### src/hsc_consts.vh
// constants for the hot-swap and strap control block
`ifndef HSC_CONSTS_VH
`define HSC_CONSTS_VH

// --------------------------------------------------------------
// register word indexes
// --------------------------------------------------------------
`define HSC_ADDR_STRAPS 4'h0
`define HSC_ADDR_MISC2 4'h1
`define HSC_ADDR_HSCTL 4'h2
`define HSC_ADDR_INTSTAT 4'h3
`define HSC_ADDR_INTMASK 4'h4

// --------------------------------------------------------------
// field positions
// --------------------------------------------------------------
`define HSC_STRAP_EEPROM 0
`define HSC_STRAP_SDA 1
`define HSC_STRAP_ARBITER 2
`define HSC_STRAP_HOLD 3
`define HSC_STRAP_LOAD 4
`define HSC_MISC2_HOLD 0
`define HSC_CTL_CONNECTED 0
`define HSC_CTL_EVENTACK 1
`define HSC_CTL_PMEREQ 2
`define HSC_CTL_STAGE_LSB 4
`define HSC_INT_LATCHOPEN 0
`define HSC_INT_LATCHCLOSE 1
`define HSC_INT_PWRGOOD 2
`define HSC_INT_PWRLOST 3
`define HSC_INT_PMEREQ 4

// --------------------------------------------------------------
// reset values
// --------------------------------------------------------------
`define HSC_RST_INTSTAT 8'h00
`define HSC_RST_INTMASK 8'h00
`define HSC_RST_BYTE 8'h00

// --------------------------------------------------------------
// timing counts
// --------------------------------------------------------------
`define HSC_SCL_DIV_EXP 10
`define HSC_STRAP_CAPTURE_CYCLE 2'h2

`endif

### src/hsc_sync_unused_guard.v
// holds no logic; the synchroniser module lives in hsc_sync.v
`timescale 1ns/1ps
`default_nettype none
`default_nettype wire

### src/hsc_sync.v
// two flip-flop synchroniser for a group of asynchronous levels
`timescale 1ns/1ps
`default_nettype none

module hsc_sync #(
    parameter WIDTH = 6
) (
    input wire mclk,
    input wire rst_b,
    input wire [WIDTH-1:0] asyncIn,
    output wire [WIDTH-1:0] syncOut
);

    reg [WIDTH-1:0] meta_q;
    reg [WIDTH-1:0] stable_q;

    // ------------------------------------------------------------
    // first stage feeds only the second stage
    // ------------------------------------------------------------
    always @(posedge mclk or negedge rst_b)
    begin
        if (!rst_b)
        begin
            meta_q <= {WIDTH{1'b0}};
            stable_q <= {WIDTH{1'b0}};
        end
        else
        begin
            meta_q <= asyncIn;
            stable_q <= meta_q;
        end
    end

    assign syncOut = stable_q;

endmodule // hsc_sync

`default_nettype wire

### src/hsc_hotswap_strap_control.v
// hot-swap indicator, ejector sense, strap capture and power event control
//
// Implementation choices: the plain strobed port and the register addresses.
`timescale 1ns/1ps
`default_nettype none
`include "hsc_consts.vh"

module hsc_hotswap_strap_control (
    input wire mclk,
    input wire rst_b,
    input wire [3:0] regAddr,
    input wire [7:0] regWrData,
    input wire regWrEn,
    input wire regRdEn,
    output reg [7:0] regRdData,
    input wire eeprom_load_strap,
    input wire arbiter_enable_strap,
    input wire config_hold_strap,
    input wire ejector_latch_sense,
    input wire backend_power_good_n,
    input wire sdaIn,
    output wire sdaOut,
    output wire sdaOe,
    output reg sclOut,
    output wire swap_indicator_drive,
    output wire swapIndicatorOe,
    output wire insertEventOut,
    output wire insertEventOe,
    output wire power_event_request_n,
    output wire powerEventOe,
    input wire cfgCycle,
    output wire cfgAccept,
    output wire cfgRetry,
    output reg eepromLoadEnable,
    output reg eepromLoadStart,
    output reg arbiterEnable,
    output wire backendPowerStable,
    output wire irq
);

    // ------------------------------------------------------------
    // stage codes
    // ------------------------------------------------------------
    localparam [3:0] ST_HWCONN = 4'h1;
    localparam [3:0] ST_SWCONN = 4'h2;
    localparam [3:0] ST_NORMAL = 4'h4;
    localparam [3:0] ST_EXTRACT = 4'h8;

    // sticky bit next value: hardware set wins over software clear
    function [7:0] stickyNext;
        input [7:0] cur;
        input [7:0] setBits;
        input [7:0] clrBits;
        begin
            stickyNext = (cur & ~clrBits) | setBits;
        end
    endfunction

    // ------------------------------------------------------------
    // input synchronisation
    // ------------------------------------------------------------
    wire [5:0] syncBits;
    wire eepromStrapS;
    wire arbiterStrapS;
    wire holdStrapS;
    wire latchSenseS;
    wire powerGoodNS;
    wire sdaS;

    hsc_sync #(
        .WIDTH(6)
    ) u_sync (
        .mclk(mclk),
        .rst_b(rst_b),
        .asyncIn({sdaIn, backend_power_good_n, ejector_latch_sense, config_hold_strap,
                  arbiter_enable_strap, eeprom_load_strap}),
        .syncOut(syncBits)
    );

    assign eepromStrapS = syncBits[0];
    assign arbiterStrapS = syncBits[1];
    assign holdStrapS = syncBits[2];
    assign latchSenseS = syncBits[3];
    assign powerGoodNS = syncBits[4];
    assign sdaS = syncBits[5];

    // ------------------------------------------------------------
    // state declarations
    // ------------------------------------------------------------
    reg [1:0] capCnt_q;
    reg captured_q;
    reg eepromStrap_q;
    reg sdaStrap_q;
    reg holdStrap_q;
    reg configHold_q;
    reg [3:0] stage_q;
    reg [3:0] stage_d;
    reg insertPend_q;
    reg pmeReq_q;
    reg latchOpenPrev_q;
    reg powerStablePrev_q;
    reg [7:0] intStat_q;
    reg [7:0] intMask_q;
    reg [`HSC_SCL_DIV_EXP-1:0] divCnt_q;
    wire [`HSC_SCL_DIV_EXP-1:0] divCnt_d;
    wire latchOpen;
    wire capturePulse;
    wire ctlWrite;
    wire connectedWr;
    wire eventAckWr;
    wire pmeReqWr;
    wire intStatWr;
    wire [7:0] intSet;
    wire [7:0] intClr;
    wire enterEventStage;

    // ------------------------------------------------------------
    // strap capture after reset release
    // ------------------------------------------------------------
    // synced straps settle two edges after release, so capture on the third
    assign capturePulse = !captured_q && (capCnt_q == `HSC_STRAP_CAPTURE_CYCLE);

    always @(posedge mclk or negedge rst_b)
    begin
        if (!rst_b)
        begin
            capCnt_q <= 2'h0;
            captured_q <= 1'b0;
            eepromStrap_q <= 1'b0;
            sdaStrap_q <= 1'b0;
            holdStrap_q <= 1'b0;
            arbiterEnable <= 1'b0;
            eepromLoadEnable <= 1'b0;
            eepromLoadStart <= 1'b0;
        end
        else
        begin
            eepromLoadStart <= 1'b0;
            if (!captured_q)
            begin
                capCnt_q <= capCnt_q + 2'h1;
            end
            // values frozen once taken, later strap moves ignored
            if (capturePulse)
            begin
                captured_q <= 1'b1;
                eepromStrap_q <= eepromStrapS;
                sdaStrap_q <= sdaS;
                holdStrap_q <= holdStrapS;
                arbiterEnable <= arbiterStrapS;
                eepromLoadEnable <= eepromStrapS | sdaS;
                eepromLoadStart <= eepromStrapS | sdaS;
            end
        end
    end

    // ------------------------------------------------------------
    // configuration hold bit
    // ------------------------------------------------------------
    // set from the strap, software may only clear it
    always @(posedge mclk or negedge rst_b)
    begin
        if (!rst_b)
        begin
            configHold_q <= 1'b1;
        end
        else if (!captured_q)
        begin
            configHold_q <= capturePulse ? holdStrapS : 1'b1;
        end
        else if (regWrEn && regAddr == `HSC_ADDR_MISC2 && !regWrData[`HSC_MISC2_HOLD])
        begin
            configHold_q <= 1'b0;
        end
    end

    // retry while held, accept only once released
    assign cfgRetry = cfgCycle & configHold_q;
    assign cfgAccept = cfgCycle & ~configHold_q;

    // ------------------------------------------------------------
    // power and ejector sensing
    // ------------------------------------------------------------
    // rst_b low or power-good-bad high both mean power not yet stable
    assign backendPowerStable = captured_q & ~powerGoodNS;
    assign latchOpen = ~latchSenseS;

    // ------------------------------------------------------------
    // software control strobes
    // ------------------------------------------------------------
    assign ctlWrite = regWrEn && (regAddr == `HSC_ADDR_HSCTL);
    assign connectedWr = ctlWrite && regWrData[`HSC_CTL_CONNECTED];
    assign eventAckWr = ctlWrite && regWrData[`HSC_CTL_EVENTACK];
    assign pmeReqWr = ctlWrite && regWrData[`HSC_CTL_PMEREQ];

    // ------------------------------------------------------------
    // hot-swap stage machine
    // ------------------------------------------------------------
    always @*
    begin
        stage_d = stage_q;
        case (stage_q)
            ST_HWCONN:
            begin
                if (backendPowerStable && !latchOpen)
                begin
                    stage_d = ST_SWCONN;
                end
            end
            ST_SWCONN:
            begin
                if (!backendPowerStable)
                begin
                    stage_d = ST_HWCONN;
                end
                else if (connectedWr)
                begin
                    stage_d = ST_NORMAL;
                end
            end
            ST_NORMAL:
            begin
                if (!backendPowerStable)
                begin
                    stage_d = ST_HWCONN;
                end
                else if (latchOpen)
                begin
                    stage_d = ST_EXTRACT;
                end
            end
            ST_EXTRACT:
            begin
                if (!backendPowerStable)
                begin
                    stage_d = ST_HWCONN;
                end
                else if (!latchOpen)
                begin
                    stage_d = ST_SWCONN;
                end
            end
            default:
            begin
                stage_d = ST_HWCONN;
            end
        endcase
    end

    assign enterEventStage = (stage_d != stage_q) &&
                             (stage_d == ST_SWCONN || stage_d == ST_EXTRACT);

    always @(posedge mclk or negedge rst_b)
    begin
        if (!rst_b)
        begin
            stage_q <= ST_HWCONN;
        end
        else
        begin
            stage_q <= stage_d;
        end
    end

    // ------------------------------------------------------------
    // insertion event pending flag
    // ------------------------------------------------------------
    // a new stage entry beats a simultaneous acknowledge
    always @(posedge mclk or negedge rst_b)
    begin
        if (!rst_b)
        begin
            insertPend_q <= 1'b0;
        end
        else if (enterEventStage)
        begin
            insertPend_q <= 1'b1;
        end
        else if (eventAckWr)
        begin
            insertPend_q <= 1'b0;
        end
    end

    // open-drain event, held back while configuration is on hold
    assign insertEventOut = 1'b0;
    assign insertEventOe = insertPend_q & ~configHold_q;

    // ------------------------------------------------------------
    // indicator pin
    // ------------------------------------------------------------
    // lit in both connection stages and during extraction, else floated
    assign swap_indicator_drive = 1'b0;
    assign swapIndicatorOe = (stage_q != ST_NORMAL);

    // ------------------------------------------------------------
    // power event request
    // ------------------------------------------------------------
    // asserted on software request or loss of back-end power
    always @(posedge mclk or negedge rst_b)
    begin
        if (!rst_b)
        begin
            pmeReq_q <= 1'b0;
        end
        else if (pmeReqWr || intSet[`HSC_INT_PWRLOST])
        begin
            pmeReq_q <= 1'b1;
        end
        else if (eventAckWr)
        begin
            pmeReq_q <= 1'b0;
        end
    end

    assign power_event_request_n = 1'b0;
    assign powerEventOe = pmeReq_q;

    // ------------------------------------------------------------
    // eeprom serial clock divider
    // ------------------------------------------------------------
    assign divCnt_d = divCnt_q + {{(`HSC_SCL_DIV_EXP-1){1'b0}}, 1'b1};

    // top bit of a ten-bit counter toggles every 512 edges
    always @(posedge mclk or negedge rst_b)
    begin
        if (!rst_b)
        begin
            divCnt_q <= {`HSC_SCL_DIV_EXP{1'b0}};
            sclOut <= 1'b0;
        end
        else
        begin
            divCnt_q <= divCnt_d;
            sclOut <= divCnt_d[`HSC_SCL_DIV_EXP-1];
        end
    end

    // data line is only sampled here, never driven
    assign sdaOut = 1'b0;
    assign sdaOe = 1'b0;

    // ------------------------------------------------------------
    // interrupt status and mask
    // ------------------------------------------------------------
    assign intStatWr = regWrEn && (regAddr == `HSC_ADDR_INTSTAT);
    assign intClr = intStatWr ? regWrData : 8'h00;
    assign intSet = {3'h0,
                     pmeReqWr,
                     powerStablePrev_q & ~backendPowerStable,
                     ~powerStablePrev_q & backendPowerStable,
                     latchOpenPrev_q & ~latchOpen & captured_q,
                     ~latchOpenPrev_q & latchOpen & captured_q};

    always @(posedge mclk or negedge rst_b)
    begin
        if (!rst_b)
        begin
            latchOpenPrev_q <= 1'b0;
            powerStablePrev_q <= 1'b0;
            intStat_q <= `HSC_RST_INTSTAT;
            intMask_q <= `HSC_RST_INTMASK;
        end
        else
        begin
            latchOpenPrev_q <= latchOpen;
            powerStablePrev_q <= backendPowerStable;
            intStat_q <= stickyNext(intStat_q, intSet, intClr);
            if (regWrEn && regAddr == `HSC_ADDR_INTMASK)
            begin
                intMask_q <= regWrData;
            end
        end
    end

    assign irq = |(intStat_q & intMask_q);

    // ------------------------------------------------------------
    // register read port
    // ------------------------------------------------------------
    // data stands only in the cycle after the read strobe
    always @(posedge mclk or negedge rst_b)
    begin
        if (!rst_b)
        begin
            regRdData <= `HSC_RST_BYTE;
        end
        else if (regRdEn)
        begin
            case (regAddr)
                `HSC_ADDR_STRAPS:
                    regRdData <= {3'h0, eepromLoadEnable, holdStrap_q, arbiterEnable,
                                  sdaStrap_q, eepromStrap_q};
                `HSC_ADDR_MISC2:
                    regRdData <= {7'h00, configHold_q};
                `HSC_ADDR_HSCTL:
                    regRdData <= {stage_q, 1'b0, pmeReq_q, insertPend_q, latchOpen};
                `HSC_ADDR_INTSTAT:
                    regRdData <= intStat_q;
                `HSC_ADDR_INTMASK:
                    regRdData <= intMask_q;
                default:
                    regRdData <= `HSC_RST_BYTE;
            endcase
        end
        else
        begin
            regRdData <= `HSC_RST_BYTE;
        end
    end

endmodule // hsc_hotswap_strap_control

`default_nettype wire

### config.mk
export PLATFORM = sky130hd
export DESIGN_NAME = hsc_hotswap_strap_control
export DESIGN_NICKNAME = d
export VERILOG_FILES = /design/src/hsc_sync_unused_guard.v /design/src/hsc_sync.v /design/src/hsc_hotswap_strap_control.v
export VERILOG_INCLUDE_DIRS = /design/src
export SDC_FILE = /design/constraint.sdc
export NUM_CORES = 1
export LEC_CHECK = 0
export ABC_AREA = 1
export BUFFER_PORTS_ARGS = -buffer_cell sky130_fd_sc_hd__buf_2
export CORE_ASPECT_RATIO = 1.4
export CORE_MARGIN = 2
export CORE_UTILIZATION = 45
export CTS_BUF_LIST = sky130_fd_sc_hd__clkbuf_4 sky130_fd_sc_hd__clkbuf_8
export DETAILED_ROUTE_END_ITERATION = 12
export GPL_TIMING_DRIVEN = 0
export PLACE_DENSITY = 0.66
export SLEW_MARGIN = 10
export SYNTH_ARGS = -nofsm -noshare
export SYNTH_HDL_FRONTEND = slang
export SYNTH_SLANG_ARGS = --single-unit
### constraint.sdc
create_clock -name mclk -period 1.3 [get_ports mclk]
set_input_delay 0.26 -clock mclk [delete_from_list [all_inputs] [get_ports mclk]]
set_output_delay 0.26 -clock mclk [all_outputs]
set_load 0.02 [all_outputs]
==> run summary <==
outcome -> complete, but fails checks
failing checks -> setup timing
vias in the first global route -> 2314
DRC Markers -> 0
Synth Instances -> 320
Critical path buffers and inverters -> 2
vias per cell -> 4.88
fmax -> 0.676 GHz
TritonRoute pass-1 iters -> 4
top cell type's share of synthesized area -> 55.1%
Worst EP arrival -> 1.22 ns
clock transition at the registers of the reported paths -> 0.07 ns
fin crit share -> 114%
most common cell in the netlist -> nand2_1
Area Growth Syn to Fin -> 25.7%
post-DP HPWL -> 4.16 mm
antenna cells -> 0
post-cts hold buffer count -> 0
CTS tree -> done
final core area utilization -> 57.8%
DIE AREA -> 6920 um2
Die W -> 70.9 um
synth unique cells -> 26
CTS H-Tree Depth -> 3
CTS Buf Count -> 9
CP top delay family -> flip-flops
slowest CP cell -> dfrtp_1
Max-Cap Viols -> 0
Commonest cells post-synth -> nand2_1, dfrtp_1, inv_1, nor2_1, nand3_1
CP Class -> reg -> out
Pleak -> 1.83 nW
minimum hold slack -> 0.000136 ns
CTS max path bufs -> 2
Final Slew Violations -> 0
Slew @ Worst Pin -> 0.775 ns
Setup crit end kind -> primary output
clk_lat worst skew -> 0.34 ns
CP Cell Sequence -> inv_1 > o22ai_1 > nor2_1 > nand2_1 > buf_6
ys flop type -> dfrtp_1
Initial Util -> 46.0%
Hold Fails Final Rpt -> 0
Yosys reg bits -> 64
routed vias -> 2264
first-pass GRT wire length -> 10.0 mm
Nets -> 412
RSZ-0062 raised after global routing -> true
clk root buf -> clkbuf_8
layout cells sized above 1 -> 29.3%
crit path launch type -> flop
total power draw -> 4.92 mW
IO buf count -> 41
VDD IR max -> 0.000671 V
core area -> 6130 um2
Initial DRC Count -> 138
antenna violations before repair -> 0
worst setup margin -> -0.179 ns
Synth Area per Inst -> 8.81 um2
DRT antenna net count -> 0
Hold Crit Class -> in -> async
grt ovf -> 0
Seq/Total Area, Yosys -> 56.9%
slew margin rel. -> 48.3%
Syn Std Cell Area -> 2820 um2
wire per inst -> 12.7 um
crit path time final -> 1.48 ns
Die Y -> 97.6 um
Worst Path Required -> 1.04 ns
clock sink count -> 64
yosys warns -> 0
CP max stage delay -> 0.39 ns
final wirelength -> 5.88 mm
GP Congestion -> 0.842
I/O Pins -> 47
skew final -> 0.00502 ns
total track usage -> 18.7%
final setup vio count -> 6
Async SR Flop Fraction -> 100%
Crit Path Max Fanout -> 2
Post-synth EDFFs -> 0
pwr dens -> 1390 nW/um2
Synth area leaders -> dfrtp_1, nand2_1, inv_1
Synth area leader -> dfrtp_1
largest net degree at the start of global routing -> 65
# rows -> 34
Setup TNS Final -> -0.560 ns
[repair_timing]
item                                    in CTS  in global routing
setup buffers                                5                  6
endpoints found under the setup margin       7                 14
gates resized for setup                     25                 21
cloned                                       0                  0
pin swaps                                    6                  7
[power breakdown]
group          total [mW]  internal, mW  switching (mW)  leakage (nW)
logic               0.780         0.324           0.456         0.964
registers            2.28          2.17           0.107         0.752
clock network        1.87          1.12           0.747         0.112
[layout by cell type (no fill, tap or decap)]
cell         n
nor2_4       6
nand2_4      1
nor2_1      34
xor2_1       5
o22ai_2      1
nand2_1     64
dfrtp_2      2
a21oi_1      5
buf_6        8
clkbuf_8    10
bufinv_16    2
buf_4       19
buf_2       34
inv_4        1
dfstp_2      2
or2_2        1
clkinvlp_4   1
o21ai_2      1
o21ai_0     20
nor2_2       4
inv_1       34
xnor2_1      3
o21ai_1      4
inv_2       12
nand2_2      5
nor3_2       1
dfrtp_1     60
o22ai_1      2
o21bai_1     1
nand3b_1     2
nor3b_1      1
clkinv_2     3
conb_1       5
nand4_1      7
nand3_4      1
nand3_1     28
ha_1         2
[path summary, 6_finish.rpt]
path	start	to	slack, ns	depth (start not counted)
worst max-delay path	intStat_q[3]$_DFF_PN0_	irq	-0.18	5
worst min-delay path	rst_b	intStat_q[3]$_DFF_PN0_	0.0001	1
worst max register to register	stage_q[0]$_DFF_PN1_	insertPend_q$_DFFE_PN0P_	0.01	8
worst min register to register	u_sync.meta_q[3]$_DFF_PN0_	u_sync.syncOut[3]$_DFF_PN0_	0.35	0
max in group asynchronous	rst_b	u_sync.syncOut[4]$_DFF_PN0_	0.74	1
min in group mclk	eeprom_load_strap	u_sync.meta_q[0]$_DFF_PN0_	0.02	1
[per-stage QoR]
| stage | instance area [um2] | worst slack [ns] | cells |
|---|---|---|---|
| after floorplan | 2840 | 0.0790 | 324 |
| after global placement | 3130 | -0.213 | 437 |
| after detailed placement | 3140 | -0.0375 | 437 |
| after CTS | 3460 | -0.206 | 458 |
| after global routing | 3540 | -0.236 | 464 |
| final | 3540 | -0.179 | 464 |
[per-layer routing]
layer	global-route usage [%]	wire, um
met5	0	0
met4	14.1	425
met3	3.42	284
met2	32.0	2930
met1	20.0	2240
[kinds of logic after synthesis]
group,after synthesis,synth area share (%)
and+or+nand+nor,155,24.5
DFF,64,56.9
buffers and inverters,56,8.79
AOI/OAI and AO/OA,34,6.26
xor gates and xnor gates,8,2.49
adders and majority gates,2,0.888
other,1,0.133
[area by class of cell]
class | instances | area, um2
inverter | 47 | 179
sequential | 64 | 1610
timing repair buffer | 52 | 328
buffer | 9 | 75.1
clock buffer | 10 | 138
clock inverter | 6 | 82.6
fill | 561 | 2580
tap | 72 | 90.1
multi-input combinational | 204 | 1040
[sequential cells by signal (all words and copies together), names as in the netlist]
| name | flops |
|---|---|
| arbiterEnable | 1 |
| capCnt_q | 2 |
| captured_q | 1 |
| configHold_q | 1 |
| divCnt_q | 10 |
| eepromLoadEnable | 1 |
| eepromLoadStart | 1 |
| eepromStrap_q | 1 |
| holdStrap_q | 1 |
| insertPend_q | 1 |
| intMask_q | 8 |
| intStat_q | 8 |
| latchOpenPrev_q | 1 |
| powerEventOe | 1 |
| powerStablePrev_q | 1 |
| regRdData | 8 |
| sdaStrap_q | 1 |
| stage_q | 4 |
| u_sync.meta_q | 6 |
| u_sync.syncOut | 6 |
(Power assumes the default switching activity.)
